--- src/rtl/code_protect_cfg.svh ---
// Offsets, field positions and reset values of the code protection lock block
//
// Behaviour
// - The encryption array holds 64 bytes that read as all ones until programmed.
// - During verify the low six address lines pick the encryption byte that applies.
// - The verify result is the XNOR of code byte and encryption byte, so a blank array is transparent.
// - Three one-time lock bits, each unprogrammed or programmed, select the protection level.
// - At level 1 nothing is locked, verify is still encrypted and external table reads get plain data.
// - At level 2 table reads executed from external memory cannot fetch internal code bytes.
// - At level 2 and above the external access pin is caught once after reset and held until the next reset.
// - At level 2 and above any further programming of the program memory is refused.
// - At level 3 every level 2 restriction applies and verify read-back is disabled as well.
// - At level 4 every level 3 restriction applies and execution from external memory is forbidden.
// - A separate signature array exists that the user cannot program.
// - The signature array holds four factory bytes readable by an external programmer.
`ifndef CODE_PROTECT_CFG_SVH
`define CODE_PROTECT_CFG_SVH

`define CPL_OFF_LOCK 8'h00
`define CPL_OFF_ENC_IDX 8'h04
`define CPL_OFF_ENC_DATA 8'h08
`define CPL_OFF_SIG 8'h0C

`define CPL_LOCK_W 3
`define CPL_LVL_LSB 4
`define CPL_EA_LATCH_BIT 8
`define CPL_EA_DONE_BIT 9

`define CPL_LOCK_RST 3'h0
`define CPL_ENC_RST 8'hFF
`define CPL_ENC_AW 6

`endif

--- src/rtl/code_protect_pkg.sv ---
// Types shared by the code protection lock block
package code_protect_pkg;
    typedef enum logic [1:0] {
        LVL1 = 2'b00,
        LVL2 = 2'b01,
        LVL3 = 2'b10,
        LVL4 = 2'b11
    } level_t;

    typedef struct packed {
        logic valid;
        logic refused;
        logic [7:0] data;
    } rsp_t;
endpackage

--- src/rtl/code_protect_lock.sv ---
// Code protection lock: encryption array, lock bits, signature bytes, APB registers
//
// Local design decisions: the placing of the registers and the APB slave port.
`timescale 1ns/1ns
`default_nettype none
`include "code_protect_cfg.svh"
module code_protect_lock #(
    parameter int ENC_AW = `CPL_ENC_AW,
    parameter logic [7:0] SIG0 = 8'h5A, // Arbitrary value
    parameter logic [7:0] SIG1 = 8'hA5, // Arbitrary value
    parameter logic [7:0] SIG2 = 8'h3C, // Arbitrary value
    parameter logic [7:0] SIG3 = 8'hC3  // Arbitrary value
) (
    input wire logic clk,                  // Core clock
    input wire logic reset_n,              // Async reset, active low
    input wire logic ce,                   // Clock enable, freezes state when low
    input wire logic psel,                 // APB select
    input wire logic penable,              // APB enable
    input wire logic pwrite,               // APB direction
    input wire logic [7:0] paddr,          // APB byte address
    input wire logic [31:0] pwdata,        // APB write data
    output logic [31:0] prdata_ff,         // APB read data
    output logic pready_ff,                // APB ready
    output logic pslverr_ff,               // APB error
    input wire logic external_access_pin,  // External access pin, asynchronous
    input wire logic verify_req,           // Verify read of one code byte
    input wire logic [15:0] verify_addr,   // Verify address
    input wire logic [7:0] verify_code,    // Raw code byte at verify_addr
    output code_protect_pkg::rsp_t verify_rsp_ff, // Verify answer
    input wire logic movc_req,             // Table read of an internal byte
    input wire logic movc_ext,             // Table read runs from external memory
    input wire logic [7:0] movc_code,      // Raw internal code byte
    output code_protect_pkg::rsp_t movc_rsp_ff,   // Table read answer
    input wire logic prog_req,             // Request to program a code byte
    output code_protect_pkg::rsp_t prog_rsp_ff,   // Programming grant or refusal
    input wire logic ext_fetch_req,        // Fetch from external program memory
    output code_protect_pkg::rsp_t ext_fetch_rsp_ff, // Fetch grant or refusal
    output code_protect_pkg::level_t level_ff,    // Active protection level
    output logic ea_effective_ff           // External access level in force
);
    localparam int ENC_DEPTH = 1 << ENC_AW;

    if (ENC_AW < 1 || ENC_AW > 16) begin : g_bad_enc_aw
        $error("ENC_AW must lie between 1 and 16");
    end

    // Reset release through two flip-flops
    logic rst_meta_ff;
    logic rst_n_ff;
    always_ff @(posedge clk or negedge reset_n) begin
        if (!reset_n) begin
            rst_meta_ff <= 1'b0;
            rst_n_ff <= 1'b0;
        end else begin
            rst_meta_ff <= 1'b1;
            rst_n_ff <= rst_meta_ff;
        end
    end

    // Pin synchroniser runs without reset so the level is valid at release
    logic ea_meta_ff;
    logic ea_sync_ff;
    always_ff @(posedge clk) begin
        ea_meta_ff <= external_access_pin;
        ea_sync_ff <= ea_meta_ff;
    end

    logic [`CPL_LOCK_W-1:0] lock_ff;
    logic [`CPL_LOCK_W-1:0] nxt_lock;
    logic [7:0] enc_mem_ff [ENC_DEPTH];
    logic [7:0] nxt_enc_mem [ENC_DEPTH];
    logic [ENC_AW-1:0] enc_idx_ff;
    logic [ENC_AW-1:0] nxt_enc_idx;
    logic ea_latch_ff;
    logic nxt_ea_latch;
    logic ea_done_ff;
    logic nxt_ea_done;
    logic [31:0] nxt_prdata;
    logic nxt_pready;
    logic nxt_pslverr;
    code_protect_pkg::rsp_t nxt_verify_rsp;
    code_protect_pkg::rsp_t nxt_movc_rsp;
    code_protect_pkg::rsp_t nxt_prog_rsp;
    code_protect_pkg::rsp_t nxt_fetch_rsp;
    code_protect_pkg::level_t lvl;
    logic nxt_ea_eff;
    logic [7:0] enc_sel;
    logic acc;
    logic done;
    logic wr_ok;

    // Highest programmed bit wins, so adding bits never loosens protection
    always_comb begin
        if (lock_ff[2]) begin
            lvl = code_protect_pkg::LVL4;
        end else if (lock_ff[1]) begin
            lvl = code_protect_pkg::LVL3;
        end else if (lock_ff[0]) begin
            lvl = code_protect_pkg::LVL2;
        end else begin
            lvl = code_protect_pkg::LVL1;
        end
    end

    assign enc_sel = enc_mem_ff[verify_addr[ENC_AW-1:0]];
    assign acc = psel & penable;
    assign done = acc & pready_ff;

    // Register bus, one wait state so the answer comes from flops
    always_comb begin
        nxt_pready = acc & ~pready_ff;
        nxt_prdata = 32'h0000_0000;
        nxt_pslverr = 1'b0;
        wr_ok = 1'b0;
        if (acc && !pready_ff) begin
            unique case (paddr)
                `CPL_OFF_LOCK: begin
                    nxt_prdata[`CPL_LOCK_W-1:0] = lock_ff;
                    nxt_prdata[`CPL_LVL_LSB +: 2] = lvl;
                    nxt_prdata[`CPL_EA_LATCH_BIT] = ea_latch_ff;
                    nxt_prdata[`CPL_EA_DONE_BIT] = ea_done_ff;
                end
                `CPL_OFF_ENC_IDX: begin
                    nxt_prdata[ENC_AW-1:0] = enc_idx_ff;
                end
                `CPL_OFF_ENC_DATA: begin
                    // Array content is only visible while unlocked
                    if (lvl == code_protect_pkg::LVL1) begin
                        nxt_prdata[7:0] = enc_mem_ff[enc_idx_ff];
                    end
                    nxt_pslverr = pwrite && (lvl != code_protect_pkg::LVL1);
                end
                `CPL_OFF_SIG: begin
                    nxt_prdata = {SIG3, SIG2, SIG1, SIG0};
                    nxt_pslverr = pwrite;
                end
                default: begin
                    nxt_pslverr = 1'b1;
                end
            endcase
        end
        if (done && pwrite && !pslverr_ff) begin
            wr_ok = 1'b1;
        end
    end

    // One-time storage: programming only clears array bits or sets lock bits
    always_comb begin
        nxt_lock = lock_ff;
        nxt_enc_idx = enc_idx_ff;
        nxt_enc_mem = enc_mem_ff;
        if (wr_ok) begin
            unique case (paddr)
                `CPL_OFF_LOCK: begin
                    nxt_lock = lock_ff | pwdata[`CPL_LOCK_W-1:0];
                end
                `CPL_OFF_ENC_IDX: begin
                    nxt_enc_idx = pwdata[ENC_AW-1:0];
                end
                `CPL_OFF_ENC_DATA: begin
                    nxt_enc_mem[enc_idx_ff] = enc_mem_ff[enc_idx_ff] & pwdata[7:0];
                end
                default: begin
                    nxt_lock = lock_ff;
                end
            endcase
        end
    end

    // External access level is caught once after release
    always_comb begin
        nxt_ea_done = 1'b1;
        nxt_ea_latch = ea_done_ff ? ea_latch_ff : ea_sync_ff;
        nxt_ea_eff = (lvl == code_protect_pkg::LVL1) ? ea_sync_ff : ea_latch_ff;
    end

    // Answers to the core and the programmer
    always_comb begin
        nxt_verify_rsp = '0;
        nxt_movc_rsp = '0;
        nxt_prog_rsp = '0;
        nxt_fetch_rsp = '0;
        if (verify_req) begin
            nxt_verify_rsp.valid = 1'b1;
            if (lvl == code_protect_pkg::LVL3 || lvl == code_protect_pkg::LVL4) begin
                nxt_verify_rsp.refused = 1'b1;
            end else begin
                nxt_verify_rsp.data = ~(verify_code ^ enc_sel);
            end
        end
        if (movc_req) begin
            nxt_movc_rsp.valid = 1'b1;
            if (movc_ext && lvl != code_protect_pkg::LVL1) begin
                nxt_movc_rsp.refused = 1'b1;
            end else begin
                nxt_movc_rsp.data = movc_code;
            end
        end
        if (prog_req) begin
            nxt_prog_rsp.valid = 1'b1;
            nxt_prog_rsp.refused = (lvl != code_protect_pkg::LVL1);
        end
        if (ext_fetch_req) begin
            nxt_fetch_rsp.valid = 1'b1;
            nxt_fetch_rsp.refused = (lvl == code_protect_pkg::LVL4);
        end
    end

    always_ff @(posedge clk or negedge rst_n_ff) begin
        if (!rst_n_ff) begin
            lock_ff <= `CPL_LOCK_RST;
            enc_idx_ff <= '0;
            for (int i = 0; i < ENC_DEPTH; i++) begin
                enc_mem_ff[i] <= `CPL_ENC_RST;
            end
            ea_latch_ff <= 1'b0;
            ea_done_ff <= 1'b0;
            ea_effective_ff <= 1'b0;
            level_ff <= code_protect_pkg::LVL1;
            prdata_ff <= 32'h0000_0000;
            pready_ff <= 1'b0;
            pslverr_ff <= 1'b0;
            verify_rsp_ff <= '0;
            movc_rsp_ff <= '0;
            prog_rsp_ff <= '0;
            ext_fetch_rsp_ff <= '0;
        end else if (ce) begin
            lock_ff <= nxt_lock;
            enc_idx_ff <= nxt_enc_idx;
            enc_mem_ff <= nxt_enc_mem;
            ea_latch_ff <= nxt_ea_latch;
            ea_done_ff <= nxt_ea_done;
            ea_effective_ff <= nxt_ea_eff;
            level_ff <= lvl;
            prdata_ff <= nxt_prdata;
            pready_ff <= nxt_pready;
            pslverr_ff <= nxt_pslverr;
            verify_rsp_ff <= nxt_verify_rsp;
            movc_rsp_ff <= nxt_movc_rsp;
            prog_rsp_ff <= nxt_prog_rsp;
            ext_fetch_rsp_ff <= nxt_fetch_rsp;
        end
    end
endmodule
`default_nettype wire

--- config.mk ---
export PLATFORM = sky130hd
export DESIGN_NAME = code_protect_lock
export DESIGN_NICKNAME = d
export VERILOG_FILES = /design/src/rtl/code_protect_pkg.sv /design/src/rtl/code_protect_lock.sv
export VERILOG_INCLUDE_DIRS = /design/src /design/src/rtl
export SDC_FILE = /design/constraint.sdc
export NUM_CORES = 1
export LEC_CHECK = 0
export ABC_AREA = 1
export BUFFER_PORTS_ARGS = -buffer_cell sky130_fd_sc_hd__buf_2
export CORE_MARGIN = 1.5
export CORE_UTILIZATION = 40
export DETAILED_ROUTE_END_ITERATION = 6
export PLACE_DENSITY_LB_ADDON = 0.2
export SYNTH_ARGS = -nofsm -noshare
export SYNTH_HDL_FRONTEND = slang
export SYNTH_SLANG_ARGS = --single-unit
--- constraint.sdc ---
create_clock -name clk -period 18.8 [get_ports clk]
set_clock_uncertainty 0.1 [all_clocks]
set_input_delay 2.82 -clock clk [delete_from_list [all_inputs] [get_ports clk]]
set_output_delay 2.82 -clock clk [all_outputs]
set_load 0.01 [all_outputs]
# Yosys cells after proc, flatten, opt, wreduce, memory -nomap -nowiden
# Cells that the tools add are included.
# W data, S select, Z words.
# word_totals
regBits	588
latchBits	0
ramBits	0
romBits	0
in_bits	84
out_inout_bits	77
elab_cells	155
mem_count	0
# op_classes
add_sub_neg	0
mul	0
div_mod_pow	0
magnitude_cmp	3
n_eq_ne	5
shifts	0
muxes	32
bitwise	11
reduce_logical	17
# op_table
cell	count
$bwmux W512	1
$bmux W8 S6	2
$mux W8	8
$demux W8 S6	1
$mux W32	1
$mux W22	1
$mux W10	2
$eq A8 B4 Y1 const B	2
$ge A7 B7 Y1 const B	2
$not A6 Y7	2
$pmux W3 S4	1
$reduce_and A3 Y1	3
$and A8 B8 Y8	1
$eq A8 B3 Y1 const B	1
$logic_not A8 Y1	1
$mux W2	4
$not A8 Y8	1
$pmux W2 S2	2
$pmux W2 S4	1
$xor A8 B8 Y8	1
$lt A7 B1 Y1 const B	1
$logic_and A1 B1 Y1	6
$mux W1	6
$pmux W1 S3	2
other kinds (10)	15

# Logic depth before layout (Yosys ltp)
# logic_depth
depth_word	8
depth_mapped	18
mapped_depth_nobuf	15

# Worst setup path before layout
# Ideal clock, no wire load.
# synth_timing
path_kind	input port to flip-flop
start	in ce
end	reg enc_mem_ff[132] (netlist name)
setup_time_ns	0.079
arrival_time_ns	4.445
required_time_ns	18.621
slack_ns	14.176
cell_stages	8
n_path_buf	2
path_cell_list	buf_4 > inv_4 > nor3_4 > nand4_4 > nor2_1 > inv_1 > buf_6 > o21ai_0
# synth_via
elab_chain_len	1
# synth_rtl
item	line_no	source
start: declaration	code_protect_lock.sv:16	input wire logic ce,
$reduce_and A3 Y1 (no line)	n/a	
end signal: indexed assignment	code_protect_lock.sv:214	enc_mem_ff[i] <= `CPL_ENC_RST;
end signal: assignment	code_protect_lock.sv:230	enc_mem_ff <= nxt_enc_mem;
end: declaration	code_protect_lock.sv:70	logic [7:0] enc_mem_ff [ENC_DEPTH];
# No other way between the ends.
# A chain may end at the register's enable or synchronous reset.

# Worst setup path in the final report
# layout_timing
start	in verify_addr[0]
end	reg verify_rsp_ff[1] (netlist name)
# layout_via
elab_chain_len	8
# layout_rtl
item	line_no	source
start: declaration	code_protect_lock.sv:27	input wire logic [15:0] verify_addr,
$not A6 Y7 (implied by the code)	code_protect_lock.sv:105	assign enc_sel = enc_mem_ff[verify_addr[ENC_AW-1:0]];
$bmux W8 S6	code_protect_lock.sv:105	
$mux W8 (implied by the code) (2 in a row)	code_protect_lock.sv:105	
$xor A8 B8 Y8	code_protect_lock.sv:188	nxt_verify_rsp.data = ~(verify_code ^ enc_sel);
$not A8 Y8	code_protect_lock.sv:188	
$mux W8	code_protect_lock.sv:185	if (lvl == code_protect_pkg::LVL3 || lvl == code_protect_pkg::LVL4) begin
$mux W10	code_protect_lock.sv:183	if (verify_req) begin
end signal: assignment	code_protect_lock.sv:238	verify_rsp_ff <= nxt_verify_rsp;
end: declaration	code_protect_lock.sv:29	output code_protect_pkg::rsp_t verify_rsp_ff,
# No other way between the ends. The select of a mux whose other input is x is not followed.

==> run metrics <==
max-slew violations 0; final setup violation count 0; clock sink total roughly 570; DR vias roughly 32,000; Die Y between 200 and 300 um; reported max-cap violation count 0; Static Leak ~16 nW; share of post-route cells with drive strength above 1 17.0%; arrival time at the worst endpoint around 6.9 ns; top-level I/O count ~160; maximum number of pins on one net before global-route repair around 150; most common library cells after synthesis nand2_1 (2,645), nand3_1 (591), dfstp_2 (512); per-cell routed wire length around 20 um; part of the total power dissipated in the clock network between 50% and 60%; final number of hold-violating endpoints 0; post-route cell area about 36,000 um^2; total placed instance area between 30,000 and 40,000 um^2; share of the synthesized area in the top cell type about 40%; latest clock arrival within the worst-skew pair approximately 0.62 ns; critical path start-end classification input pin to flop; violation count after the first detailed-route iteration approximately 3,400; initial antenna violation count 3; Syn Inst Count ~4,900; total negative slack for setup checks 0 ns; final core utilization 43.9%; count of state elements after synthesis 567; status finished clean; post-DR vias/cell around 5.4; starting density of the core 40.6%; async set-reset flop share out of synthesis 99.6%; most common flop cell mapped by yosys dfstp_2; cell row count 105; horizontal die dimension approximately 290 um; Avg Synthesized Cell Area just under 7 um^2; via count of the first global-routing pass ~30,000; synth-to-layout area growth 8.20%; count of buffers added by post-CTS timing repair for setup 0; Die Footprint between 80,000 and 90,000 um^2; number of flops mapped to enable cells by yosys 0; post-detailed-placement half-perimeter wirelength ~70,000 um; Net Sw Power slightly below 700 uW; fraction of the yosys area taken by sequential cells between 40 and 50%; number of warnings reported in the yosys synthesis log 0; Clk pin slew, worst setup/hold paths 0.06 ns; wire length of the first global-routing pass around 190,000 um; relative slew slack 18.7%; max frequency 155 MHz; Max VDD drop about 0.053 mV; switching share of power 24.4%; class of the tightest hold or removal check flop to flop; total wire length between 100,000 and 150,000 um; htree depth 3; minimum period implied by the final worst setup slack 6.47 ns; overflow left after global routing 0; total CTS buffers ~70; final clock period utilization by the worst path 34.4%; part of the power in registers roughly 44%; setup repair after global routing missed its margin false; post-cts resize count 0; port bufs 99; Pre-Repair DR Iteration Count 7; highest fanout seen on the critical path between 100 and 150; internal power consumption between 2 and 2.5 mW; most frequent cell after synthesis nand2_1; nets 4,872; clock tree from TritonCTS built; Critical Path Start Type input pin; # DRC 0; cell area after synthesis approximately 33,000 um^2; element type at the critical path end flop; floorplan core area ~83,000 um^2; clk buf depth 3; Total Routing Usage GR about 28%; dominant cell type by area after synthesis dfstp_2; gpl congestion roughly 0.9; hold bufs inserted after CTS 0; total power per unit cell area around 80 nW/um^2; top post-synthesis cells by area dfstp_2 (40%), nand2_1 (30%), nand3_1 (8.8%); clock root buffer clkbuf_16; library cells used by synthesis 37; data required time of the critical path 19.18 ns; Comb pwr share under 10%; antenna-violating nets left 0; Least-Margin Pin Slew roughly 1.2 ns
critical path, cell delays in order:
cell and delay, ns:
clkbuf_8 0.30, inv_8 0.63, buf_4 0.86, buf_4 0.70
nand2_1 0.12, nand3_1 0.10, nand3_1 0.08, nand2_1 0.15
nand2_1 0.07, nand3_1 0.16, nand3_1 0.21, nand2_1 0.11
nand2_1 0.05, nand3_1 0.15, nand2_1 0.08
per-layer routing:
metal  part of all wire, %  track usage (%)  wire, um  vias up
met2                    44             43.5     53700     1355
met3                   8.2             4.42      9900      250
met1                    44             39.5     53000    15132
li1                      -                -         -    15261
met5                  0.14             1.36       164        -
met4                   3.6             10.7      4420        4
final timing paths:
check | startpoint | endpoint | slack (ns) | cells after the start
max | verify_addr[0] | verify_rsp_ff[1]$_DFFE_PN0P_ | 12.33 | 15
max in group asynchronous | rst_n_ff$_DFF_PN0_ | enc_mem_ff[233]$_DFFE_PN1P_ | 13.71 | 5
min reg2reg | ea_meta_ff$_DFF_P_ | ea_sync_ff$_DFF_P_ | 0.23 | 0
max reg2reg | enc_idx_ff[0]$_DFFE_PN0P_ | enc_mem_ff[220]$_DFFE_PN1P_ | 13.56 | 14
min | ea_meta_ff$_DFF_P_ | ea_sync_ff$_DFF_P_ | 0.23 | 0
min in group asynchronous | rst_n_ff$_DFF_PN0_ | enc_mem_ff[256]$_DFFE_PN1P_ | 0.67 | 0
sequential cells by signal, summed over array words and instances (netlist names), 2 cells and up:
signal,cells
enc_mem_ff,512
movc_rsp_ff,10
ext_fetch_rsp_ff,2
lock_ff,3
level_ff,2
prog_rsp_ff,2
verify_rsp_ff,10
enc_idx_ff,6
prdata_ff,11
cell usage in the layout (no fill, tap or decap), types with 4 or more instances in the layout:
master        n
clkinv_1      4
nand2_2       6
nand2_1    2638
or2_2         7
nand3_1     591
a21oi_1      41
nand4_1       8
nand3_2       7
conb_1       28
nor3_2        7
o21ai_0     402
dfstp_2     512
clkbuf_16    71
nor3_1        5
o22ai_1       4
buf_2        97
nand4_4       8
inv_1       103
o21ai_1      20
bufinv_16     8
buf_4        45
nor2_1      105
clkbuf_8     19
clkbuf_1     10
dfrtp_1      49
clkinv_2     14
metrics by stage:
stage	std cells	worst slack (ns)	hold slack, ns	power, mW
5_1_grt	5913	12.22	0.238	2.90
3_5_place_dp	5788	11.77	0.226	1.41
3_3_place_gp	5788	11.80	0.212	1.41
4_1_cts	5911	12.41	0.235	2.84
2_1_floorplan	4950	2.68	0.210	1.34
6_report	5914	12.33	0.230	2.82
final cells by class:
cell class                 instances  area, um^2
sequential                       567       14800
clock inverter                    24         329
clock buffer                      99        2060
timing repair buffer             146         897
antenna                            3        7.51
tap                             1070        1340
multi-input combinational       3891       16300
inverter                         114         452
fill                            8621       46300
power groups by stage:
stage | clock network [mW] | logic [mW] | registers, mW
5_1_grt | 1.50 | 0.167 | 1.23
3_3_place_gp | 0 | 0.153 | 1.25
2_1_floorplan | 0 | 0.0787 | 1.26
3_5_place_dp | 0 | 0.154 | 1.25
6_report | 1.43 | 0.156 | 1.23
4_1_cts | 1.45 | 0.154 | 1.23
logic make-up after synthesis:
family          Yosys count  share of synthesized area [%]
simple gates           3389                           41.1
compound gates          474                           7.16
flops                   567                           44.3
buf+inv                 492                           7.41
other cells               2                         0.0224
Power figures use the tool's default switching activity.
